===== config.mk =====
export PLATFORM = sky130hd
export DESIGN_NAME = pwmlcf_top
export DESIGN_NICKNAME = d
export VERILOG_FILES = /design/src/hw/pwmlcf_pkg.sv /design/src/hw/pwmlcf_top.sv
export SDC_FILE = /design/constraint.sdc
export NUM_CORES = 1
export LEC_CHECK = 0
export ABC_CLOCK_PERIOD_IN_PS = 3800
export BUFFER_PORTS_ARGS = -buffer_cell sky130_fd_sc_hd__buf_2
export CORE_MARGIN = 2
export CORE_UTILIZATION = 50
export DETAILED_ROUTE_END_ITERATION = 10
export GPL_TIMING_DRIVEN = 0
export HOLD_SLACK_MARGIN = 0.06
export PLACE_DENSITY = 0.69
export SETUP_SLACK_MARGIN = 0.5
export SLEW_MARGIN = 10
export SYNTH_ARGS = -nofsm -noshare
export SYNTH_HDL_FRONTEND = slang
export SYNTH_SLANG_ARGS = --single-unit

===== constraint.sdc =====
create_clock -name ref_clk_i -period 3.8 [get_ports ref_clk_i]
set_clock_uncertainty 0.2 [all_clocks]
set_input_delay 0.38 -clock ref_clk_i [delete_from_list [all_inputs] [get_ports ref_clk_i]]
set_output_delay 0.38 -clock ref_clk_i [all_outputs]
set_load 0.02 [all_outputs]

===== src/hw/pwmlcf_pkg.sv =====
package pwmlcf_pkg;

  // register byte offsets
  localparam logic [11:0] PWMLCF_CTRL_OFS   = 12'h000;
  localparam logic [11:0] PWMLCF_PERIOD_OFS = 12'h004;
  localparam logic [11:0] PWMLCF_WIDTH_OFS  = 12'h008;
  localparam logic [11:0] PWMLCF_PAIR_OFS   = 12'h00C;
  localparam logic [11:0] PWMLCF_COUNT_OFS  = 12'h010;

  // control/status field positions
  localparam int PWMLCF_EN_BIT    = 0;
  localparam int PWMLCF_DIV3_BIT  = 1;
  localparam int PWMLCF_LOAD_BIT  = 2;
  localparam int PWMLCF_LVL_LSB   = 4;
  localparam int PWMLCF_FLAG_BIT  = 15;

  // reset values
  localparam logic [15:0] PWMLCF_CNT_RST   = 16'h0001;
  localparam logic [15:0] PWMLCF_REG_RST   = 16'h0000;
  localparam logic [2:0]  PWMLCF_LVL_RST   = 3'h0;
  localparam logic [31:0] PWMLCF_DATA_RST  = 32'h0000_0000;

  // prescaled clock: system clock divided by 2 or 3
  localparam int          PWMLCF_DIV_LO    = 2;
  localparam int          PWMLCF_DIV_HI    = 3;
  localparam logic [1:0]  PWMLCF_PRE_MAX2  = 2'(PWMLCF_DIV_LO - 1);
  localparam logic [1:0]  PWMLCF_PRE_MAX3  = 2'(PWMLCF_DIV_HI - 1);
  localparam logic [1:0]  PWMLCF_PRE_RST   = 2'h0;

  localparam logic [15:0] PWMLCF_CNT_TOP   = 16'hFFFF;
  localparam logic [3:0]  PWMLCF_STRB_ALL  = 4'hF;

endpackage


===== src/hw/pwmlcf_top.sv =====
// Register access over APB and the address map were decided locally.
`timescale 1ns/1ns
// How it works
// active width zero keeps the output steadily cleared.
// active width at or above active period keeps the output steadily set.
// period of 65536 clocks tops out at 65535 clocks high.
// counter keeps running during steady 0% or 100% output.
// output enters or leaves the steady levels only at a period boundary.
// software should avoid byte writes to next period and next width.
// 16-bit registers; a 32-bit access acts as two word accesses. Only the pair register does this; period and width ignore the upper half.
// pair write inside a period only updates next registers, output unchanged.
// pair write at period end skips that transfer; transfer one period later.
// completion flag sets whenever a new period begins.
// interrupt request raised at the programmed level while flag is set.
// level zero issues no interrupt request.
// halt-for-debug stops the counter at its held value.
// after halt release counting resumes from the held value.
// output frequency is clock over prescale ratio times counter ratio.
// shortest pulse is one prescaled clock of two or three cycles.
// software computes next period from clock, ratio and wanted frequency.
// software computes next width as duty fraction of the period.
// output set at period start, cleared when counter reaches width.
// counter reloads to one on period match and counts up.
// next registers copy to active at period end or on forced load.
// active period zero gives a 65536 clock period.
module pwmlcf_top
  import pwmlcf_pkg::*;
(
  input  wire logic        ref_clk_i,
  input  wire logic        rst_n_i,
  input  wire logic        psel_i,
  input  wire logic        penable_i,
  input  wire logic        pwrite_i,
  input  wire logic [11:0] paddr_i,
  input  wire logic [31:0] pwdata_i,
  input  wire logic [3:0]  pstrb_i,
  output logic      [31:0] prdata_o,
  output logic             pready_o,
  output logic             pslverr_o,
  input  wire logic        freeze_i,
  output logic             pwm_o,
  output logic             irq_req_o,
  output logic      [2:0]  irq_level_o
);

  typedef struct packed {
    logic [1:0]  pre;
    logic [15:0] cnt;
    logic [15:0] per_n;
    logic [15:0] wid_n;
    logic [15:0] per_a;
    logic [15:0] wid_a;
    logic        en;
    logic        div3;
    logic [2:0]  lvl;
    logic        flag;
    logic        armed;
    logic        out;
    logic        irq;
    logic [31:0] rdata;
    logic        ready;
    logic        err;
  } pwmlcf_state_s;

  pwmlcf_state_s st_q;
  pwmlcf_state_s st_d;

  logic        tick;
  logic        run_tick;
  logic        match;
  logic        bound;
  logic        xfer;
  logic        en_rise;
  logic        set_ev;
  logic        wr;
  logic        rd;
  logic        pair_wr;
  logic        load_wr;
  logic        mapped;
  logic [15:0] wid_use;

  function automatic logic [15:0] merge16(input logic [15:0] old, input logic [15:0] dat,
                                          input logic [1:0] strb);
    logic [15:0] r;
    r = old;
    if (strb[0]) begin
      r[7:0] = dat[7:0];
    end
    if (strb[1]) begin
      r[15:8] = dat[15:8];
    end
    return r;
  endfunction

  always_comb begin
    st_d     = st_q;
    wr       = psel_i && penable_i && st_q.ready && pwrite_i;
    rd       = psel_i && penable_i && st_q.ready && !pwrite_i;
    mapped   = (paddr_i == PWMLCF_CTRL_OFS) || (paddr_i == PWMLCF_PERIOD_OFS) ||
               (paddr_i == PWMLCF_WIDTH_OFS) || (paddr_i == PWMLCF_PAIR_OFS) ||
               (paddr_i == PWMLCF_COUNT_OFS);
    // prescaled clock enable, one cycle in two or three
    tick     = st_q.pre == (st_q.div3 ? PWMLCF_PRE_MAX3 : PWMLCF_PRE_MAX2);
    st_d.pre = tick ? PWMLCF_PRE_RST : st_q.pre + 2'h1;
    run_tick = st_q.en && !freeze_i && tick;
    match    = st_q.cnt == st_q.per_a;
    bound    = run_tick && match;
    pair_wr  = wr && (paddr_i == PWMLCF_PAIR_OFS) && (pstrb_i == PWMLCF_STRB_ALL);
    load_wr  = wr && (paddr_i == PWMLCF_CTRL_OFS) && pstrb_i[0] &&
               pwdata_i[PWMLCF_LOAD_BIT];
    en_rise  = wr && (paddr_i == PWMLCF_CTRL_OFS) && pstrb_i[0] &&
               pwdata_i[PWMLCF_EN_BIT] && !st_q.en;
    xfer     = (bound && !pair_wr) || load_wr || en_rise;
    set_ev   = bound || en_rise;
    wid_use  = xfer ? st_q.wid_n : st_q.wid_a;

    // apb answer: data and ready registered in the setup cycle
    st_d.ready = psel_i && !penable_i;
    st_d.err   = psel_i && !penable_i && !mapped;
    if (psel_i && !penable_i) begin
      case (paddr_i)
        PWMLCF_CTRL_OFS: begin
          st_d.rdata = PWMLCF_DATA_RST;
          st_d.rdata[PWMLCF_EN_BIT]                  = st_q.en;
          st_d.rdata[PWMLCF_DIV3_BIT]                = st_q.div3;
          st_d.rdata[PWMLCF_LVL_LSB +: 3]            = st_q.lvl;
          st_d.rdata[PWMLCF_FLAG_BIT]                = st_q.flag;
        end
        PWMLCF_PERIOD_OFS: st_d.rdata = {16'h0000, st_q.per_n};
        PWMLCF_WIDTH_OFS:  st_d.rdata = {16'h0000, st_q.wid_n};
        PWMLCF_PAIR_OFS:   st_d.rdata = {st_q.wid_n, st_q.per_n};
        PWMLCF_COUNT_OFS:  st_d.rdata = {16'h0000, st_q.cnt};
        default:           st_d.rdata = PWMLCF_DATA_RST;
      endcase
    end

    // register writes; upper half of single registers is ignored
    if (wr) begin
      case (paddr_i)
        PWMLCF_CTRL_OFS: begin
          if (pstrb_i[0]) begin
            st_d.en   = pwdata_i[PWMLCF_EN_BIT];
            st_d.div3 = pwdata_i[PWMLCF_DIV3_BIT];
            st_d.lvl  = pwdata_i[PWMLCF_LVL_LSB +: 3];
          end
        end
        PWMLCF_PERIOD_OFS: st_d.per_n = merge16(st_q.per_n, pwdata_i[15:0], pstrb_i[1:0]);
        PWMLCF_WIDTH_OFS:  st_d.wid_n = merge16(st_q.wid_n, pwdata_i[15:0], pstrb_i[1:0]);
        PWMLCF_PAIR_OFS: begin
          st_d.per_n = merge16(st_q.per_n, pwdata_i[15:0], pstrb_i[1:0]);
          st_d.wid_n = merge16(st_q.wid_n, pwdata_i[31:16], pstrb_i[3:2]);
        end
        default: begin
        end
      endcase
    end

    // active registers take whole words only
    if (xfer) begin
      st_d.per_a = st_q.per_n;
      st_d.wid_a = st_q.wid_n;
    end

    // counter and output sequencer
    if (!st_q.en) begin
      st_d.cnt = PWMLCF_CNT_RST;
      st_d.out = 1'b0;
    end
    if (en_rise) begin
      st_d.cnt = PWMLCF_CNT_RST;
      st_d.out = wid_use != PWMLCF_REG_RST;
    end else if (bound) begin
      st_d.cnt = PWMLCF_CNT_RST;
      st_d.out = wid_use != PWMLCF_REG_RST;
    end else if (run_tick) begin
      st_d.cnt = st_q.cnt + 16'h0001;
      if (st_q.cnt == st_q.wid_a) begin
        st_d.out = 1'b0;
      end
    end
    if (wr && (paddr_i == PWMLCF_CTRL_OFS) && pstrb_i[0] && !pwdata_i[PWMLCF_EN_BIT]) begin
      st_d.out = 1'b0;
    end

    // flag: read as one then write zero clears; a set in between wins
    if (rd && (paddr_i == PWMLCF_CTRL_OFS) && st_q.flag) begin
      st_d.armed = 1'b1;
    end
    if (wr && (paddr_i == PWMLCF_CTRL_OFS) && pstrb_i[1]) begin
      if (!pwdata_i[PWMLCF_FLAG_BIT] && st_q.armed) begin
        st_d.flag = 1'b0;
      end
      st_d.armed = 1'b0;
    end
    if (set_ev) begin
      st_d.flag  = 1'b1;
      st_d.armed = 1'b0;
    end
    if (!st_d.en) begin
      st_d.flag  = 1'b0;
      st_d.armed = 1'b0;
    end
    st_d.irq = st_d.flag && (st_d.lvl != PWMLCF_LVL_RST);
  end

  always_ff @(posedge ref_clk_i or negedge rst_n_i) begin
    if (!rst_n_i) begin
      st_q.pre   <= PWMLCF_PRE_RST;
      st_q.cnt   <= PWMLCF_CNT_RST;
      st_q.per_n <= PWMLCF_REG_RST;
      st_q.wid_n <= PWMLCF_REG_RST;
      st_q.per_a <= PWMLCF_REG_RST;
      st_q.wid_a <= PWMLCF_REG_RST;
      st_q.en    <= 1'b0;
      st_q.div3  <= 1'b0;
      st_q.lvl   <= PWMLCF_LVL_RST;
      st_q.flag  <= 1'b0;
      st_q.armed <= 1'b0;
      st_q.out   <= 1'b0;
      st_q.irq   <= 1'b0;
      st_q.rdata <= PWMLCF_DATA_RST;
      st_q.ready <= 1'b0;
      st_q.err   <= 1'b0;
    end else begin
      st_q <= st_d;
    end
  end

  assign prdata_o    = st_q.rdata;
  assign pready_o    = st_q.ready;
  assign pslverr_o   = st_q.err;
  assign pwm_o       = st_q.out;
  assign irq_req_o   = st_q.irq;
  assign irq_level_o = st_q.lvl;
endmodule


==> out/metrics.csv <==
metric;value;unit
ys_ff_latch;125;
die-width;115.2;µm
wl;16.95;mm
nets;776;
grt_usage;0.2701;
period_share;0.8168;
yosys_warnings;0;
powerDensity;452.4;mW/mm²
report.final.slew_viol_count;0;
coreArea;0.01201;mm²
grt_pass1_vias;5001;
path_clk_slew;0.06;ns
yosysUniqueCellTypes;42;
yosysSeqAreaShare;0.5066;
cts_root_buf;clkbuf_16;
placed_area;0.006850;mm²
num_rows;40;
cts_tree;built;
pre_cts_ws;0.5787;ns
via_per_inst;5.800;
syn_area;0.006177;mm²
hold_viol;0;
status;completed;
worstPathCellList;clkbuf_1 -> xor2_1 -> nor4_1 -> nand4_1 -> o32ai_4 -> buf_4 -> mux2_1;
h-tree-depth;4;
synth_top_area_frac;0.5023;
p_leak;3.902;nW
maxSlewHeadroom;0.4024;
crit_fanout;10;
finalWorstSetupSlack;0.6962;ns
synth_fp_nets;648;
critical_path_class;reg -> reg;
finalSetupViolCount;0;
worstReg2RegStart;st_q[111];
min_path_type;in -> reg;
r2r_end;st_q[67];
reg2regPathDepth;7;
worstHoldPathCells;3;
endpoint;st_q[67];
peakVddDrop;0.3638;mV
dpl.hpwl;11.94;mm
vias;5110;
routedWlPerCell;19.24;µm
numCtsBuffers;17;
grt_max_degree;90;
startpoint_type;flop;
portBuffers;91;
critPathSlowestCell;o32ai_4;
synth_enable_flop_cells;0;
cp-startpoint;st_q[111];
ios;93;
design_area;0.007639;mm²
antenna_found_initial;0;
critPathMaxStageDelay;0.50;ns
ys_top_cells_by_area;dfrtp_1, nand2_1, mux2_1, buf_4, o21ai_0;
place.gp.congestion;0.9019;
synthToLayoutAreaGrowth;23.66;%
clk_latency;0.42;ns
rrSetupSlack;0.70;ns
first_iter_violations;493;
fill_cells;985;
cts_buffer_depth;2;
detail_route.drc_violations;0;
fmax;0.3222;GHz
synthFlopType;dfrtp_1;
dr.pass1.iters;6;
diodes;0;
syn_inst;593;
rsz0062_at_grt;no;
tightest_slew;0.8932;ns
final_antenna_net_count;0;
chipHeight;115.2;µm
synth_top_area_cell;dfrtp_1;
max_cap_violations;0;
clock-sinks;125;
syn_area_per_cell;10.42;µm²
period_minus_slack;3.104;ns
gr-total-overflow;0;
crit_path_end_kind;flop;
grt_pass1_wl;26.78;mm
arrival;3.19;ns
drive_above_1_share;0.2520;
worstPathRequired;3.89;ns
dieArea;0.01326;mm²
async_flop_share;1.000;
initial_utilization;0.5143;
fin_tns_setup;0;ns
-- how the worst min path moves through the flow --
stage	to	start
after floorplan	irq_level_o[0]	rst_n_i
after global placement	st_q[123]	st_q[123]
after detailed placement	prdata_o[28]	rst_n_i
after CTS	st_q[80]	pwdata_i[21]
after global routing	st_q[81]	pwdata_i[22]
final	st_q[80]	pwdata_i[21]
-- where the power goes --
part / internal [mW] / switching, mW / total, mW
Combinational: 0.146 / 0.241 / 0.387
Clock: 1.11 / 0.585 / 1.69
Sequential: 1.36 / 0.0190 / 1.38
Total: 2.61 / 0.845 / 3.46
-- layout make-up --
type	instances	area (µm²)	share of cell area
Multi-Input combinational cell	393	2628	0.3440
Timing Repair Buffer	109	659.4	0.08632
Clock buffer	19	442.9	0.05799
Sequential cell	125	3129	0.4097
Tap cell	147	183.9	0.02408
Inverter	6	22.52	0.002948
Clock inverter	13	171.4	0.02244
Buffer	69	401.6	0.05258
-- routing by layer --
layer  part of all wire  routed length, µm  global-route usage  vias up
met3              0.064               1093             0.05640       37
met4              0.029                485              0.1165        0
met1               0.44               7384              0.3725     2506
met2               0.47               7991              0.4169      241
li1                   -                  -                   -     2326
met5                  0                  0                   0        -
-- cell usage in the layout, fill, tap and decap left out, types with 17 or more instances in the layout --
cell             n
mux2_2          19
buf_4           38
nor4_1          19
nand2_1         91
xor2_1          26
mux2i_1         17
dfrtp_1        124
o21ai_0         54
clkbuf_16       17
buf_2           90
dlygate4sd3_1   17
mux2_1          30
nor2_1          21
clkbuf_1        31
-- cells in the mapped netlist, drive strengths merged, types with 15 or more instances --
| master | count |
|---|---|
| xnor2 | 16 |
| dfrtp | 124 |
| xor2 | 26 |
| mux2 | 49 |
| a222oi | 15 |
| mux2i | 17 |
| nand2 | 91 |
| clkbuf | 30 |
| buf | 39 |
| nor2 | 21 |
| nor4 | 19 |
| o21ai | 57 |
-- registers in the layout, summed over array words and instances, names as in the netlist --
| name | count |
|---|---|
| irq_req_o | 1 |
| pready_o | 1 |
| st_q | 86 |
| prdata_o | 32 |
| pwm_o | 1 |
| pslverr_o | 1 |
| irq_level_o | 3 |
-- critical path, delay by kind of cell, from the launching register on --
kind	cells	cell delay, ns
AO/OA/AOI/OAI	1	0.50
XOR/XNOR	1	0.13
flip-flops	1	0.32
AND/OR/NAND/NOR	2	0.71
buffers and inverters	2	0.75
multiplexers	1	0.35
-- through the flow --
step / hold WS [ns] / std cells / total power, mW / util
final: 0.06644 / 881 / 3.455 / 0.6359
after global routing: 0.08240 / 881 / 3.573 / 0.6359
after CTS: 0.06159 / 881 / 3.466 / 0.6356
after detailed placement: 0.1036 / 832 / 1.768 / 0.5703
after global placement: 0.2623 / 831 / 1.755 / 0.5675
after floorplan: -0.1156 / 593 / 1.626 / -
-- what timing repair did --
action / in CTS / in global routing
setup buffers: 0 / 0
hold buffers: 17 / 0
endpoints found under the hold margin: 53 / 0
resized for setup: 0 / 1
endpoints found under the setup margin: 0 / 11
-- kinds of logic (layout without fill, tap and decap cells) --
logic type,Yosys count,in the layout,synth area share
AO/OA/AOI/OAI,98,98,0.1011
XOR/XNOR,42,42,0.05955
adder cells (fa/ha/maj),1,1,0.002025
buffers and inverters,75,216,0.06866
flip-flops,125,125,0.5066
multiplexers,66,66,0.1169
AND/OR/NAND/NOR,186,186,0.1452
Note: power is estimated with default switching activity, not from simulation.
